`src/logic/param_rom_consts.svh`:
```
// Purpose: constants for the discoverable parameter slice rom
// Assumes: byte addresses are relative to the table base
// Notes: both address spaces share one set of contents
// Behaviour
// - offset 0Ch reads FFh, marking dual-output mode and dummy fields unused.
// - offset 0Dh reads FFh, no dual-output read opcode offered.
// - offset 0Eh reads 88h, four dual I/O mode cycles and eight dummy cycles.
// - offset 0Fh reads BBh, the dual I/O read opcode.
// - offset 10h reads FEh, four-wire command mode supported, no dual-all, reserved ones.
// - reserved offsets 11h to 15h, 18h and 19h read FFh.
// - offset 16h reads FFh, dual-all mode and dummy fields absent.
// - offset 17h reads FFh, no dual-all read opcode.
// - offset 1Ah reads 48h, two mode cycles and eight dummy cycles for four-wire quad read.
// - offset 1Bh reads EBh, the four-wire quad I/O read opcode.
// - the table begins at absolute address 1090h in the sfdp space and 0002h in the alternate space, and offsets count from there.
`ifndef PARAM_ROM_CONSTS_SVH
`define PARAM_ROM_CONSTS_SVH
`define TABLE_BASE 16'h1090
`define ALT_SHIFT 8'h02
`define SLICE_FIRST 8'h0C
`define SLICE_LAST 8'h1B
`define BYTE_FILL 8'hFF
`define BYTE_DUAL_IO_CYC 8'h88
`define BYTE_DUAL_IO_OP 8'hBB
`define BYTE_QPI_FLAGS 8'hFE
`define BYTE_QPI_CYC 8'h48
`define BYTE_QPI_OP 8'hEB
`endif

```
`src/logic/param_rom_pkg.sv`:
```
// Purpose: types for the parameter slice rom
// Assumes: nothing
// Notes: none
package param_rom_pkg;
    typedef logic [7:0] byte_t;
    typedef enum logic {space_sfdp, space_alt} space_e;
endpackage

```
`src/logic/param_rom.sv`:
```
// Purpose: serves a slice of discoverable parameter bytes with auto increment
// Assumes: command decode supplies a start address and a byte strobe
// Notes: data out is registered one cycle after load or advance
`timescale 1ns/1ps
`include "param_rom_consts.svh"
module param_rom
    import param_rom_pkg::*;
(
    input wire logic i_clock,
    input wire logic i_rst_n,
    input wire logic i_load,
    input wire logic i_space,
    input wire logic [15:0] i_addr,
    input wire logic i_next,
    output byte_t o_data,
    output logic o_valid,
    output logic [15:0] o_addr
);
    ////////////////////////////////////////////////////////////////////////////
    // address pointer
    logic [15:0] addr_r, addr_nxt;
    space_e space_r, space_nxt;
    byte_t data_r, data_nxt;
    logic valid_r, valid_nxt;
    logic [15:0] rel;
    logic [7:0] off;
    byte_t look;
    logic hit;

    always_comb
    begin
        addr_nxt = addr_r;
        space_nxt = space_r;
        if (i_load)
        begin
            addr_nxt = i_addr;
            space_nxt = i_space ? space_alt : space_sfdp;
        end
        else if (i_next)
        begin
            addr_nxt = addr_r + 16'h0001;
        end
    end

    ////////////////////////////////////////////////////////////////////////////
    // offset mapping
    always_comb
    begin
        rel = 16'h0000;
        case (space_nxt)
            space_sfdp: rel = addr_nxt - `TABLE_BASE;
            space_alt: rel = addr_nxt - {8'h00, `ALT_SHIFT};
            default: rel = 16'h0000;
        endcase
        off = (rel[15:8] == 8'h00) ? rel[7:0] : 8'h00;
    end

    param_rom_lookup u_lookup (
        .i_offset(off),
        .o_data(look),
        .o_hit(hit)
    );

    always_comb
    begin
        data_nxt = look;
        valid_nxt = hit && (rel[15:8] == 8'h00);
    end

    always_ff @(posedge i_clock or negedge i_rst_n)
    begin
        if (!i_rst_n)
        begin
            addr_r <= 16'h0000;
            space_r <= space_sfdp;
            data_r <= `BYTE_FILL;
            valid_r <= 1'b0;
        end
        else
        begin
            addr_r <= addr_nxt;
            space_r <= space_nxt;
            data_r <= data_nxt;
            valid_r <= valid_nxt;
        end
    end

    assign o_data = data_r;
    assign o_valid = valid_r;
    assign o_addr = addr_r;
endmodule

```
`src/logic/param_rom_lookup.sv`:
```
// Purpose: combinational byte lookup for the slice
// Assumes: offset is relative to the selected space's base, 1090h for sfdp and 0002h for the alternate space
// Notes: out-of-slice offsets read as fill
`timescale 1ns/1ps
`include "param_rom_consts.svh"
module param_rom_lookup
    import param_rom_pkg::*;
(
    input wire logic [7:0] i_offset,
    output byte_t o_data,
    output logic o_hit
);
    always_comb
    begin
        o_hit = (i_offset >= `SLICE_FIRST) && (i_offset <= `SLICE_LAST);
        case (i_offset)
            8'h0C: o_data = `BYTE_FILL;
            8'h0D: o_data = `BYTE_FILL;
            8'h0E: o_data = `BYTE_DUAL_IO_CYC;
            8'h0F: o_data = `BYTE_DUAL_IO_OP;
            8'h10: o_data = `BYTE_QPI_FLAGS;
            8'h16: o_data = `BYTE_FILL;
            8'h17: o_data = `BYTE_FILL;
            8'h1A: o_data = `BYTE_QPI_CYC;
            8'h1B: o_data = `BYTE_QPI_OP;
            default: o_data = `BYTE_FILL;
        endcase
    end
endmodule

```
`config.mk`:
```
export PLATFORM = sky130hd
export DESIGN_NAME = param_rom
export DESIGN_NICKNAME = d
export VERILOG_FILES = /design/src/logic/param_rom_pkg.sv /design/src/logic/param_rom.sv /design/src/logic/param_rom_lookup.sv
export VERILOG_INCLUDE_DIRS = /design/src /design/src/logic
export SDC_FILE = /design/constraint.sdc
export NUM_CORES = 1
export LEC_CHECK = 0
export BUFFER_PORTS_ARGS = -buffer_cell sky130_fd_sc_hd__buf_4
export CORE_MARGIN = 4
export CORE_UTILIZATION = 54
export DETAILED_ROUTE_END_ITERATION = 8
export PLACE_DENSITY = 0.87
export RECOVER_POWER = 25
export SYNTH_ARGS = -nofsm -noshare
export SYNTH_HDL_FRONTEND = slang
export SYNTH_HIERARCHICAL = 1
export SYNTH_SLANG_ARGS = --single-unit
```
`constraint.sdc`:
```
create_clock -name i_clock -period 4.77 [get_ports i_clock]
set_clock_uncertainty 0.2 [all_clocks]
set_input_delay 0.954 -clock i_clock [delete_from_list [all_inputs] [get_ports i_clock]]
set_output_delay 0.954 -clock i_clock [all_outputs]
set_load 0.02 [all_outputs]
```
==> flow_metrics.env <==
export IMPL_critPathTopFamily="simple AND/OR/NAND/NOR gates"
export IMPL_max_cap_viol_count=0
export IMPL_gp_congestion=0.8898
export IMPL_drt_total_wl_um=4261
export IMPL_postCtsSetupBuffers=0
export IMPL_slowest_stage="nor3_1"
export IMPL_dp_slack_ns=0.2272
export IMPL_use_met1=0.2910
export IMPL_grt_pass1_vias=1625
export IMPL_die_area_um2=4522
export IMPL_grt_pass1_wl_um=7396
export IMPL_cp_buffers_inverters=2
export IMPL_end_kind="register"
export IMPL_hold_path_class="reg2reg"
export IMPL_use_met3=0.03494
export IMPL_h_tree_depth=1
export IMPL_setup_tns_ns=0
export IMPL_gr_total_overflow=0
export IMPL_synth_edf_count=0
export IMPL_period_minus_slack_ns=4.217
export IMPL_r2r_cells=15
export IMPL_regArea_um2=660.6
export IMPL_nets=276
export IMPL_first_pass_iters=4
export IMPL_cts_resized=0
export IMPL_multi_input_area_um2=1136
export IMPL_synthDistinctLibCells=59
export IMPL_regToRegStartpoint="o_addr[0]"
export IMPL_grt_use_met2=0.3436
export IMPL_setup_viol=0
export IMPL_fmax_mhz=237.1
export IMPL_cp_arrival_ns=4.26
export IMPL_fp_dieH_um=67.25
export IMPL_cts_root_buffer="clkbuf_4"
export IMPL_clk_pin_slew_ns=0.14
export IMPL_critPathKind="in2reg"
export IMPL_route_detailed_wl_per_inst_um=14.35
export IMPL_crit_start="i_next"
export IMPL_ant_nets=0
export IMPL_crit_fanout=12
export IMPL_tightest_slew_ns=1.324
export IMPL_finalNonFillerCells=297
export IMPL_core_region_area_um2=3363
export IMPL_cts_buffers=3
export IMPL_vias=1720
export IMPL_p_leak_nw=0.9733
export IMPL_avgSynthCellArea_um2=9.157
export IMPL_seq_area_frac_synth=0.3485
export IMPL_drt_iter0_drc=100
export IMPL_period_share=0.8841
export IMPL_syn_area_um2=1896
export IMPL_clock_latency_ns=0.31
export IMPL_worst_slack_ns=0.5528
export IMPL_hold_buffers=0
export IMPL_drive_above_1_share=0.2948
export IMPL_ys_ff_latch=26
export IMPL_drc=0
export IMPL_hold_depth=2
export IMPL_dp_cells=293
export IMPL_syn_nets=231
export IMPL_area_delta_synth_final_pct=21.78
export IMPL_port_buffers=45
export IMPL_cp_cell_sequence="buf_4 > nand4_1 > or3_1 > a21oi_1 > a21o_1 > inv_1 > ha_1 > nand4_1 > o311ai_1 > a211o_1 > a21oi_1 > o21ai_2 > nor3_1 > nand2_1 > xor2_1 > nor2_1 > nor3b_1"
export IMPL_cts_sinks=26
export IMPL_n_antenna_cell=0
export IMPL_final_core_util=0.6864
export IMPL_grt_max_degree=27
export IMPL_num_rows=21
export IMPL_hp_start="o_addr[15]"
export IMPL_hpwl_um=3424
export IMPL_power_per_cell_area_nw_per_um2=264.1
export IMPL_ios=46
export IMPL_fillCellCount=294
export IMPL_critPathMaxStageDelay_ns=0.51
export IMPL_r2r_end="o_valid"
export IMPL_cts_tree="built"
export IMPL_max_slew_margin_rel=0.1172
export IMPL_yosysWarnings=6
export IMPL_busiest_layer="met2"
export IMPL_slew_viol_final=0
export IMPL_via_per_inst=5.791
export IMPL_min_to="o_addr[15]"
export IMPL_die_w_um=67.25
export IMPL_synth_cells=207
export IMPL_initial_core_util=0.5636
export IMPL_rrSetupSlack_ns=0.82
export IMPL_clk_path_buf_depth=2
export IMPL_yosys_most_used_dff="dfrtp_1"
export IMPL_antenna_found_initial=0
export IMPL_cp_start_kind="input port"
export IMPL_finalHoldViolCount=0
export IMPL_status="complete, no violations"
export IMPL_irDropWorstVdd_mv=0.1522
export IMPL_worstPathRequired_ns=4.81
export IMPL_rsz0062_at_grt="false"
export IMPL_async_flop_share=1.000
export IMPL_grt_use_total=0.2096
==> worst min-delay path: stages (launching register included) <==
cell and delay, ns:
dfrtp_1 0.40, xor2_1 0.17, o21ai_0 0.13
==> through the flow <==
stage / power (mW) / cell area [um2] / hold slack (ns)
2_1_floorplan: 0.3948 / 1896 / 0.4584
3_3_place_gp: 0.4614 / 2260 / 0.4648
3_5_place_dp: 0.4647 / 2260 / 0.5124
4_1_cts: 0.6139 / 2312 / 0.3160
5_1_grt: 0.6481 / 2308 / 0.5831
6_report: 0.6096 / 2308 / 0.5473
==> synthesized netlist by cell type, types with 5 or more instances <==
cell / instances / area, um2
a21oi_1: 5 / 25.02
nand4_1: 6 / 37.54
dfrtp_1: 18 / 450.4
a21o_1: 5 / 37.54
nor4_1: 6 / 37.54
nand3_1: 10 / 50.05
nor3_1: 6 / 30.03
nor2_1: 10 / 37.54
mux2i_1: 5 / 50.05
xnor2_1: 8 / 70.07
dfstp_2: 8 / 210.2
inv_1: 11 / 41.29
nor2b_1: 6 / 37.54
nand2_1: 21 / 78.83
o21ai_0: 7 / 35.03
==> power breakdown <==
group	switching, mW	internal (mW)	total (mW)	leakage [nW]
Combinational	0.116	0.0860	0.202	0.648
Sequential	0.0221	0.238	0.260	0.297
Clock	0.0633	0.0849	0.148	0.0279
==> cell usage in the layout (no fill, tap or decap), types with 3 or more instances in the layout <==
cell type,instances
nor4_1,6
o21ai_0,7
dfstp_2,8
xnor2_1,8
nor2_1,10
a22oi_1,3
nand4_1,6
a21o_1,5
and3_1,4
mux2i_1,5
inv_1,11
dfrtp_1,18
nand2b_1,3
ha_1,3
nor3_1,6
nand2_1,21
clkbuf_4,3
xor2_1,4
nand3_1,10
nor2b_1,6
o211ai_1,3
buf_4,47
a21oi_1,5
==> layer usage <==
| metal | up-vias | share of wire |
|---|---|---|
| li1 | 859 | - |
| met1 | 807 | 0.45 |
| met2 | 50 | 0.47 |
| met3 | 4 | 0.072 |
| met4 | 0 | 0.0063 |
| met5 | - | 0 |
==> worst max path at each step <==
stage                      endpoint  slack, ns  cells past startpoint
after global placement      o_valid       0.33                     17
after CTS                   o_valid       0.56                     17
final                       o_valid       0.55                     17
after global routing        o_valid       0.17                     17
after floorplan           o_data[5]       0.61                     16
after detailed placement    o_valid       0.23                     17
==> cell families after synthesis <==
logic type | count (synthesis) | synth area share
AO/OA/AOI/OAI | 44 | 0.1954
XOR/XNOR | 12 | 0.05545
adder cells (fa/ha/maj) | 3 | 0.01980
buffers and inverters | 20 | 0.05214
flip-flops | 26 | 0.3485
multiplexers | 7 | 0.03828
other | 1 | 0.001978
AND/OR/NAND/NOR | 94 | 0.2885
==> layout make-up <==
cell class	instances	share of cell area
inverters	12	0.01951
clock inverters	1	0.01301
multi-input cells	161	0.4921
well taps	46	0.02493
flip-flops and latches	26	0.2862
repair buffers	48	0.1545
clock buffers	3	0.009756
==> registers in the layout, indices dropped and copies added, names as in the netlist <==
| signal | cells |
|---|---|
| o_addr | 16 |
| o_data | 8 |
| o_valid | 1 |
| space_r | 1 |
Note: power is estimated with default switching activity, not from simulation.
